==> config.mk <==
export PLATFORM = sky130hd
export DESIGN_NAME = rcs_command_status
export DESIGN_NICKNAME = d
export VERILOG_FILES = /design/src/design/rcs_pkg.sv /design/src/design/rcs_command_status.sv /design/src/design/rcs_status_enc.sv
export VERILOG_INCLUDE_DIRS = /design/src /design/src/design
export SDC_FILE = /design/constraint.sdc
export NUM_CORES = 1
export LEC_CHECK = 0
export BUFFER_PORTS_ARGS = -buffer_cell sky130_fd_sc_hd__buf_2
export CORE_MARGIN = 3
export CORE_UTILIZATION = 40
export CTS_CLUSTER_SIZE = 14
export DETAILED_ROUTE_END_ITERATION = 16
export SETUP_SLACK_MARGIN = 0.1
export SYNTH_ARGS = -nofsm -noshare
export SYNTH_HDL_FRONTEND = slang
export SYNTH_HIERARCHICAL = 1
export SYNTH_SLANG_ARGS = --single-unit
==> constraint.sdc <==
create_clock -name clk_i -period 4.7 [get_ports clk_i]
set_clock_uncertainty 0.2 [all_clocks]
set_input_delay 0.235 -clock clk_i [delete_from_list [all_inputs] [get_ports clk_i]]
set_output_delay 0.235 -clock clk_i [all_outputs]
set_load 0.005 [all_outputs]
==> src/design/rcs_defs.svh <==
/*
  Constants for the remote command and status block: shared-file word
  addresses, command codes, result codes and the status code tables.
  Assumes it is included by bare name from the modules and the bench.
*/
`ifndef RCS_DEFS_SVH
`define RCS_DEFS_SVH

// ------------------------------------------------------------------
// Shared data file addresses
// ------------------------------------------------------------------
`define RCS_CTRL_ADDR 16'h1E78
`define RCS_STAT_BASE 16'h1F40
`define RCS_STAT_IDX_W 4
`define RCS_STAT_DEPTH 16

// ------------------------------------------------------------------
// Control word commands and results
// ------------------------------------------------------------------
`define RCS_CMD_WRBACK 16'h270D
`define RCS_CMD_WARM 16'h270E
`define RCS_CMD_COLD 16'h270F
`define RCS_CTRL_RESET 16'h0000
`define RCS_RES_OK 16'h0000
`define RCS_RES_FAIL 16'hFFFF

// ------------------------------------------------------------------
// Status word layout and code tables
// ------------------------------------------------------------------
`define RCS_STS_MSB 15
`define RCS_STS_LSB 8
`define RCS_LOCAL_MAX 8'h08
`define RCS_LOCAL_HWFAULT 8'h08
`define RCS_REMOTE_ILLEGAL 4'h1
`define RCS_REMOTE_UNUSED0 4'hD
`define RCS_REMOTE_UNUSED1 4'hE
`define RCS_EXTENDED_STATUS_BYTE 8'hF0
`define RCS_MOD_CTS 16'hFFFF
`define RCS_MOD_TXTMO 16'hFFFE
`define RCS_MOD_ACKTMO 16'hFFF6
`define RCS_MOD_RSPTMO 16'hFFF5
`define RCS_MOD_COUNT 16'hFFF4
`define RCS_MOD_NAKRX 16'hFFEC
`define RCS_MOD_NAKTX 16'hFFEB

`endif

==> src/design/rcs_pkg.sv <==
/*
  Types for the remote command and status block: control state machine
  states, result kinds and the completion record of one command.
  Assumes rcs_defs.svh is on the include path.
*/
package rcs_pkg;

  // Control word state machine, one-hot
  typedef enum logic [2:0] {
    RCS_IDLE = 3'b001,
    RCS_WAIT = 3'b010,
    RCS_DONE = 3'b100
  } rcs_state_e;

  // Where a completion code comes from
  typedef enum logic [1:0] {
    RCS_K_LOCAL = 2'h0,
    RCS_K_REMOTE = 2'h1,
    RCS_K_EXT = 2'h2,
    RCS_K_MODULE = 2'h3
  } rcs_kind_e;

  // Module-generated failures
  typedef enum logic [2:0] {
    RCS_M_CTS = 3'h0,
    RCS_M_TXTMO = 3'h1,
    RCS_M_ACKTMO = 3'h2,
    RCS_M_RSPTMO = 3'h3,
    RCS_M_COUNT = 3'h4,
    RCS_M_NAKRX = 3'h5,
    RCS_M_NAKTX = 3'h6
  } rcs_mod_e;

  // One command completion, as reported by the command engine
  typedef struct packed {
    rcs_kind_e kind;
    logic [7:0] code;
    logic [7:0] ext;
  } rcs_result_s;

endpackage

==> src/design/rcs_command_status.sv <==
/*
  Remote command and error status block. Holds the command control word
  in the shared data file, decodes write-back / warm / cold boot
  requests, and keeps one status word per command-list entry.
  Assumes a single-master word port into the shared file, a command
  engine that reports each completion as a one-cycle record, and a host
  side that services the configuration write-back request.
*/
`timescale 1ns/1ps
`include "rcs_defs.svh"

module rcs_command_status
  import rcs_pkg::*;
(
  input wire logic clk_i, // 50 MHz clock
  input wire logic reset_i, // Synchronous reset, active high
  input wire logic [15:0] addr_i, // Shared file word address
  input wire logic wr_i, // Word write strobe
  input wire logic [15:0] wdata_i, // Write data
  input wire logic rd_i, // Word read strobe
  output logic [15:0] rdata_o, // Read data, one cycle after rd_i
  output logic rvalid_o, // Read data valid pulse
  output logic cfg_req_o, // Write-back request to host, level
  input wire logic cfg_done_i, // Host finished write-back, pulse
  input wire logic cfg_ok_i, // Write-back succeeded, with done
  output logic warm_boot_o, // Warm boot pulse
  output logic cold_boot_o, // Cold boot pulse
  input wire logic res_valid_i, // Command completion pulse
  input wire logic [3:0] res_idx_i, // Command-list entry index
  input wire rcs_result_s res_i // Completion record
);

  // ------------------------------------------------------------------
  // Storage
  // ------------------------------------------------------------------
  logic [15:0] ctrl_word;
  logic [15:0] stat_mem [`RCS_STAT_DEPTH];
  rcs_state_e state;
  rcs_state_e next_state;
  logic [15:0] next_ctrl;
  logic [15:0] enc_word;

  // ------------------------------------------------------------------
  // Address decode and command decode
  // ------------------------------------------------------------------
  logic hit_ctrl;
  logic hit_stat;
  logic host_ctrl_wr;
  logic is_wrback;
  logic is_warm;
  logic is_cold;
  logic [3:0] stat_idx;
  logic [15:0] stat_base;

  // Status region starts at the base, one word per entry
  assign stat_base = `RCS_STAT_BASE;
  assign hit_ctrl = (addr_i == `RCS_CTRL_ADDR);
  assign hit_stat = (addr_i[15:4] == stat_base[15:4]);
  assign stat_idx = addr_i[3:0];
  assign host_ctrl_wr = wr_i && hit_ctrl;
  assign is_wrback = (ctrl_word == `RCS_CMD_WRBACK);
  assign is_warm = (ctrl_word == `RCS_CMD_WARM);
  assign is_cold = (ctrl_word == `RCS_CMD_COLD);

  // ------------------------------------------------------------------
  // Control word sequencing
  // ------------------------------------------------------------------
  // A host write always wins over the block's own update, so a new
  // command landing in the clearing cycle is never lost.
  logic boot_warm;
  logic boot_cold;

  always_comb
  begin
    next_state = state;
    next_ctrl = ctrl_word;
    boot_warm = 1'b0;
    boot_cold = 1'b0;
    unique case (state)
      RCS_IDLE:
      begin
        if (is_wrback)
          next_state = RCS_WAIT;
        else if (is_warm)
        begin
          boot_warm = 1'b1;
          next_ctrl = `RCS_CTRL_RESET;
        end
        else if (is_cold)
        begin
          boot_cold = 1'b1;
          next_ctrl = `RCS_CTRL_RESET;
        end
        // Any other value is simply left alone
      end
      RCS_WAIT:
      begin
        // The host must do the transfer; we only wait for it
        if (cfg_done_i)
        begin
          next_state = RCS_DONE;
          next_ctrl = cfg_ok_i ? `RCS_RES_OK : `RCS_RES_FAIL;
          boot_warm = cfg_ok_i;
        end
      end
      RCS_DONE:
        next_state = RCS_IDLE;
      default:
        next_state = RCS_IDLE;
    endcase
    if (host_ctrl_wr)
    begin
      next_ctrl = wdata_i;
      boot_warm = 1'b0;
      boot_cold = 1'b0;
      if (state == RCS_WAIT)
        next_state = RCS_IDLE;
    end
  end

  // State, control word and boot pulses
  always_ff @(posedge clk_i)
  begin
    if (reset_i)
    begin
      state <= RCS_IDLE;
      ctrl_word <= `RCS_CTRL_RESET;
      warm_boot_o <= 1'b0;
      cold_boot_o <= 1'b0;
    end
    else
    begin
      state <= next_state;
      ctrl_word <= next_ctrl;
      warm_boot_o <= boot_warm;
      cold_boot_o <= boot_cold;
    end
  end

  // Request stays up for the whole wait so the host cannot miss it
  assign cfg_req_o = (state == RCS_WAIT);

  // ------------------------------------------------------------------
  // Per-entry status words
  // ------------------------------------------------------------------
  rcs_status_enc u_enc (
    .res_i (res_i),
    .word_o (enc_word)
  );

  // Entries are written only by the block; host writes there are dropped
  always_ff @(posedge clk_i)
  begin
    if (reset_i)
    begin
      for (int i = 0; i < `RCS_STAT_DEPTH; i++)
        stat_mem[i] <= 16'h0000;
    end
    else if (res_valid_i)
      stat_mem[res_idx_i] <= enc_word;
  end

  // ------------------------------------------------------------------
  // Read port: registered, unmapped words read as zero
  // ------------------------------------------------------------------
  logic [15:0] rd_sel;

  assign rd_sel = hit_ctrl ? ctrl_word :
                  hit_stat ? stat_mem[stat_idx] : 16'h0000;

  always_ff @(posedge clk_i)
  begin
    if (reset_i)
    begin
      rdata_o <= 16'h0000;
      rvalid_o <= 1'b0;
    end
    else
    begin
      rvalid_o <= rd_i;
      if (rd_i)
        rdata_o <= rd_sel;
    end
  end
endmodule

==> src/design/rcs_status_enc.sv <==
/*
  Status word encoder: turns one completion record into the 16-bit word
  kept per command entry. Purely combinational.
  Assumes the record fields are valid whenever the word is sampled.
*/
`timescale 1ns/1ps
`include "rcs_defs.svh"

module rcs_status_enc
  import rcs_pkg::*;
(
  input wire rcs_result_s res_i, // Completion record
  output logic [15:0] word_o // Encoded status word
);

  // ------------------------------------------------------------------
  // Table lookups
  // ------------------------------------------------------------------
  logic [7:0] local_sts;
  logic [3:0] remote_nib;
  logic [15:0] module_word;
  logic remote_to_ext;

  // Out-of-table local codes collapse to hardware fault
  assign local_sts = (res_i.code > `RCS_LOCAL_MAX) ?
                     `RCS_LOCAL_HWFAULT : res_i.code;

  // Unused nibbles fall back to illegal command; 0xF needs the ext byte
  assign remote_nib = (res_i.code[7:4] == `RCS_REMOTE_UNUSED0 ||
                       res_i.code[7:4] == `RCS_REMOTE_UNUSED1) ?
                      `RCS_REMOTE_ILLEGAL : res_i.code[7:4];
  assign remote_to_ext = (res_i.code[7:4] == 4'hF);

  // Module failures are only ever built here, never passed through
  always_comb
  begin
    unique case (rcs_mod_e'(res_i.code[2:0]))
      RCS_M_CTS: module_word = `RCS_MOD_CTS;
      RCS_M_TXTMO: module_word = `RCS_MOD_TXTMO;
      RCS_M_ACKTMO: module_word = `RCS_MOD_ACKTMO;
      RCS_M_RSPTMO: module_word = `RCS_MOD_RSPTMO;
      RCS_M_COUNT: module_word = `RCS_MOD_COUNT;
      RCS_M_NAKRX: module_word = `RCS_MOD_NAKRX;
      RCS_M_NAKTX: module_word = `RCS_MOD_NAKTX;
      default: module_word = `RCS_MOD_CTS;
    endcase
  end

  // ------------------------------------------------------------------
  // Word assembly: status in the upper byte, extended in the lower
  // ------------------------------------------------------------------
  always_comb
  begin
    unique case (res_i.kind)
      RCS_K_LOCAL: word_o = {local_sts, 8'h00};
      RCS_K_REMOTE: word_o = remote_to_ext ?
                    {`RCS_EXTENDED_STATUS_BYTE, res_i.ext} :
                    {remote_nib, 12'h000};
      RCS_K_EXT: word_o = {`RCS_EXTENDED_STATUS_BYTE, res_i.ext};
      RCS_K_MODULE: word_o = module_word;
    endcase
  end

endmodule

==> metrics.md <==
| Metric | Value |
|---|---|
| Clock sinks | 294 |
| CP top delay family | simple AND/OR/NAND/NOR gates |
| Average size of a mapped cell | 13.8 sq um |
| Worst min-delay path class | input port to flip-flop |
| Top post-synthesis cells by area | edfxtp_1 56%, and2_1 12%, mux4_2 11% |
| Synth Area in Compound Gates | 5.72% |
| Die area | 36400 sq um |
| Setup slack, reg-to-reg | 1680 ps |
| Cell count after placement | 1480 |
| Die Width | 191 microns |
| Filler cells | 2956 |
| Hold wc startpoint | cfg_ok_i |
| Initial DRC count | 736 |
| Mapped Area | 13700 sq um |
| Slew headroom | 12.8% |
| TritonCTS buffer count | 30 |
| Antenna viol nets, final | 0 |
| Most frequent cells in the layout | 260 x and2_1, 256 x edfxtp_1, 79 x buf_2 |
| Largest net degree at the start of global routing | 48 |
| Status | finished clean |
| Skew-Pair Late Insertion Delay | 560 ps |
| Starting Density | 40.6% |
| Post-synth top flop | edfxtp_1 |
| CP cell instances | nor3b_1 -> and2_1 -> nand2_1 -> o211ai_1 -> a21oi_1 -> dlygate4sd3_1 |
| Post-synthesis adder-cell area fraction | 0% |
| Worst-path clk slew | 60 ps |
| CP max FO | 18 |
| Tightest Pin Transition | 1300 ps |
| Yosys top cell by area | edfxtp_1 |
| Startpoint types | flip-flop |
| Worst Hold End | warm_boot_o |
| DRC Markers | 0 |
| GP Congestion | 0.812 |
| Pre-antenna DRT Iters | 5 |
| FP Rows | 67 |
| Endpoints failing setup | 0 |
| Worst VDD drop | 0.000281 V |
| Design area | 15800 sq um |
| Synth warn | 6 |
| Multiplexer area fraction after synthesis | 12.0% |
| Max stage delay on crit path | 640 ps |
| Vias | 8352 |
| Drt wl/cell | 22.6 microns |
| Leak | 5.60 nW |
| Number of inserted diodes | 0 |
| Share of layout cells above drive strength 1 | 23.0% |
| Post-DR vias/cell | 5.34 |
| Non-Filler Instances | 1563 |
| Most common cell after layout, fill and taps aside | and2_1 |
| Number of synthesized flops with an enable pin | 256 |
| Final hold viol count | 0 |
| Max cap viols | 0 |
| FF-to-FF path depth | 6 |
| Simple-gate share of the synthesized area | 18.1% |
| Seq cells post-synth | 294 |
| Clk buf depth | 3 |
| Required @ worst endpoint | 4940 ps |
| Worst flop-to-flop path endpoint | ctrl_word[15] |
| Total GRT Usage | 19.4% |
| IO Pins | 81 |
| Power per cell area | 363 nW/um^2 |
| Setup TNS | 0 ps |
| Gate Count Post-Synth | 991 |
| First-pass GRT wire length | 53000 microns |
| Port Buffer Count | 80 |
| Number of antenna violations at the first check in global routing | 0 |
| H-tree Lvls | 1 |
| Worst hold stages | 3 |
| Yosys top cell area share | 56.3% |
| GRT overflow | 0 |
| Die height | 191 microns |
| Critical path's slowest cell | and2_1 |
| Fmax | 331 MHz |
| Post-CTS Repair Setup Buffers | 0 |
| Critical path class | flip-flop to flip-flop |
| CTS Root Cell | clkbuf_16 |
| CTS tree | done |
| DP Wirelength | 22200 microns |
| Vias in the first global route | 8410 |
| Main combinational cell family by area after synthesis | simple AND/OR/NAND/NOR gates |
| Max-slew violations | 0 |
| Nets | 1153 |
| Final period util | 64.3% |
| Core Util, Final | 47.0% |
| Area growth from synthesis to layout | 15.6% |
| Sequential fraction of the synthesis area | 61.9% |
| Min Clock Period, post-route | 3020 ps |
| Core area | 33600 sq um |
| XOR/XNOR Fraction of Synth Area | 0.128% |
| Dpl cell area | 14600 sq um |
| Worst Setup End Kind | flip-flop |
| Library cells used by synthesis | 53 |
| Crit path DAT | 3260 ps |
| Synthesized netlist net count | 1052 |
| Unrepaired setup endpoints after global routing | no |
| Reg2reg start | state[1] |
| WP buf/inv | 1 |
| Final wirelength | 35300 microns |
| Async S/R FF share, synth | 0% |
| Resized cells post-CTS | 0 |
| Hold_ws | 114 ps |
## layer usage
layer  track usage [%]  part of all wire [%]
met5                 0                     0
met4              4.04                   1.8
met3              1.99                   5.3
met2              31.7                    47
met1              28.3                    46
## worst register-to-register path, delay by kind of cell, from the launching register on
kind	cells	cell delay [ps]
flip-flops	1	320
AO/OA/AOI/OAI	2	310
buffers and inverters	1	580
AND/OR/NAND/NOR	3	1510
## state kept, by name, indices dropped and copies added (netlist names)
| register | flops |
|---|---|
| stat_mem | 256 |
| ctrl_word | 16 |
| rdata_o | 16 |
| state | 3 |
| cold_boot_o | 1 |
| rvalid_o | 1 |
| warm_boot_o | 1 |
## cells in the mapped netlist, types with 4 or more instances
| library cell | count |
|---|---|
| or2_2 | 4 |
| nor3_1 | 8 |
| o21ai_0 | 35 |
| mux4_2 | 64 |
| o2bb2ai_1 | 9 |
| nand2b_1 | 19 |
| a21oi_1 | 9 |
| clkbuf_1 | 58 |
| mux2_2 | 17 |
| nand3_1 | 4 |
| a22oi_1 | 16 |
| buf_2 | 10 |
| a31oi_1 | 18 |
| dfxtp_1 | 38 |
| nor2_1 | 29 |
| nand2_1 | 67 |
| a21o_1 | 4 |
| edfxtp_1 | 256 |
| or3_1 | 4 |
| o211ai_1 | 8 |
| and2_1 | 260 |
## power by group
part	switching, mW	leakage, nW	total (mW)	internal [mW]
combinational	0.263	2.39	0.454	0.191
clock	0.972	0.454	2.27	1.30
sequential	0.0383	2.75	3.01	2.97
## logic make-up after synthesis
group / Yosys count
flip-flops: 294
AO/OA/AOI/OAI: 116
multiplexers: 81
buffers and inverters: 75
AND/OR/NAND/NOR: 423
XOR/XNOR: 2
## layout make-up
cell class              count  area (sq um)  share of cell area (%)
flip-flops and latches    294          8450                    53.5
multi-input cells         622          4910                    31.1
repair buffers            141           931                    5.90
clock inverters            19           136                   0.864
inverters                   3          11.3                  0.0713
well taps                 448           561                    3.55
clock buffers              36           795                    5.03
## stage by stage
| step | worst slack (ps) | power [mW] |
|---|---|---|
| 6_report | 1680 | 5.73 |
| 5_1_grt | 1520 | 5.92 |
| 4_1_cts | 1690 | 5.77 |
| 3_5_place_dp | 1670 | 3.51 |
| 3_3_place_gp | 1660 | 3.50 |
| 2_1_floorplan | 2050 | 3.32 |
## what timing repair did
action | 4_1_cts | 5_1_grt
setup endpoints to repair | 0 | 0
hold endpoints to repair | 24 | 0
hold buffers | 28 | 0
## how the worst max path moves through the flow
stage | slack (ps) | depth (start not counted) | startpoint | to
after floorplan | 2050 | 4 | reset_i | stat_mem[8][0]
final | 1680 | 6 | state[1] | ctrl_word[15]
after detailed placement | 1670 | 6 | addr_i[0] | rdata_o[14]
after CTS | 1690 | 6 | state[1] | ctrl_word[4]
after global routing | 1520 | 6 | state[1] | ctrl_word[5]
after global placement | 1660 | 6 | addr_i[0] | rdata_o[14]
No activity file was read; power rests on OpenSTA's default activity.
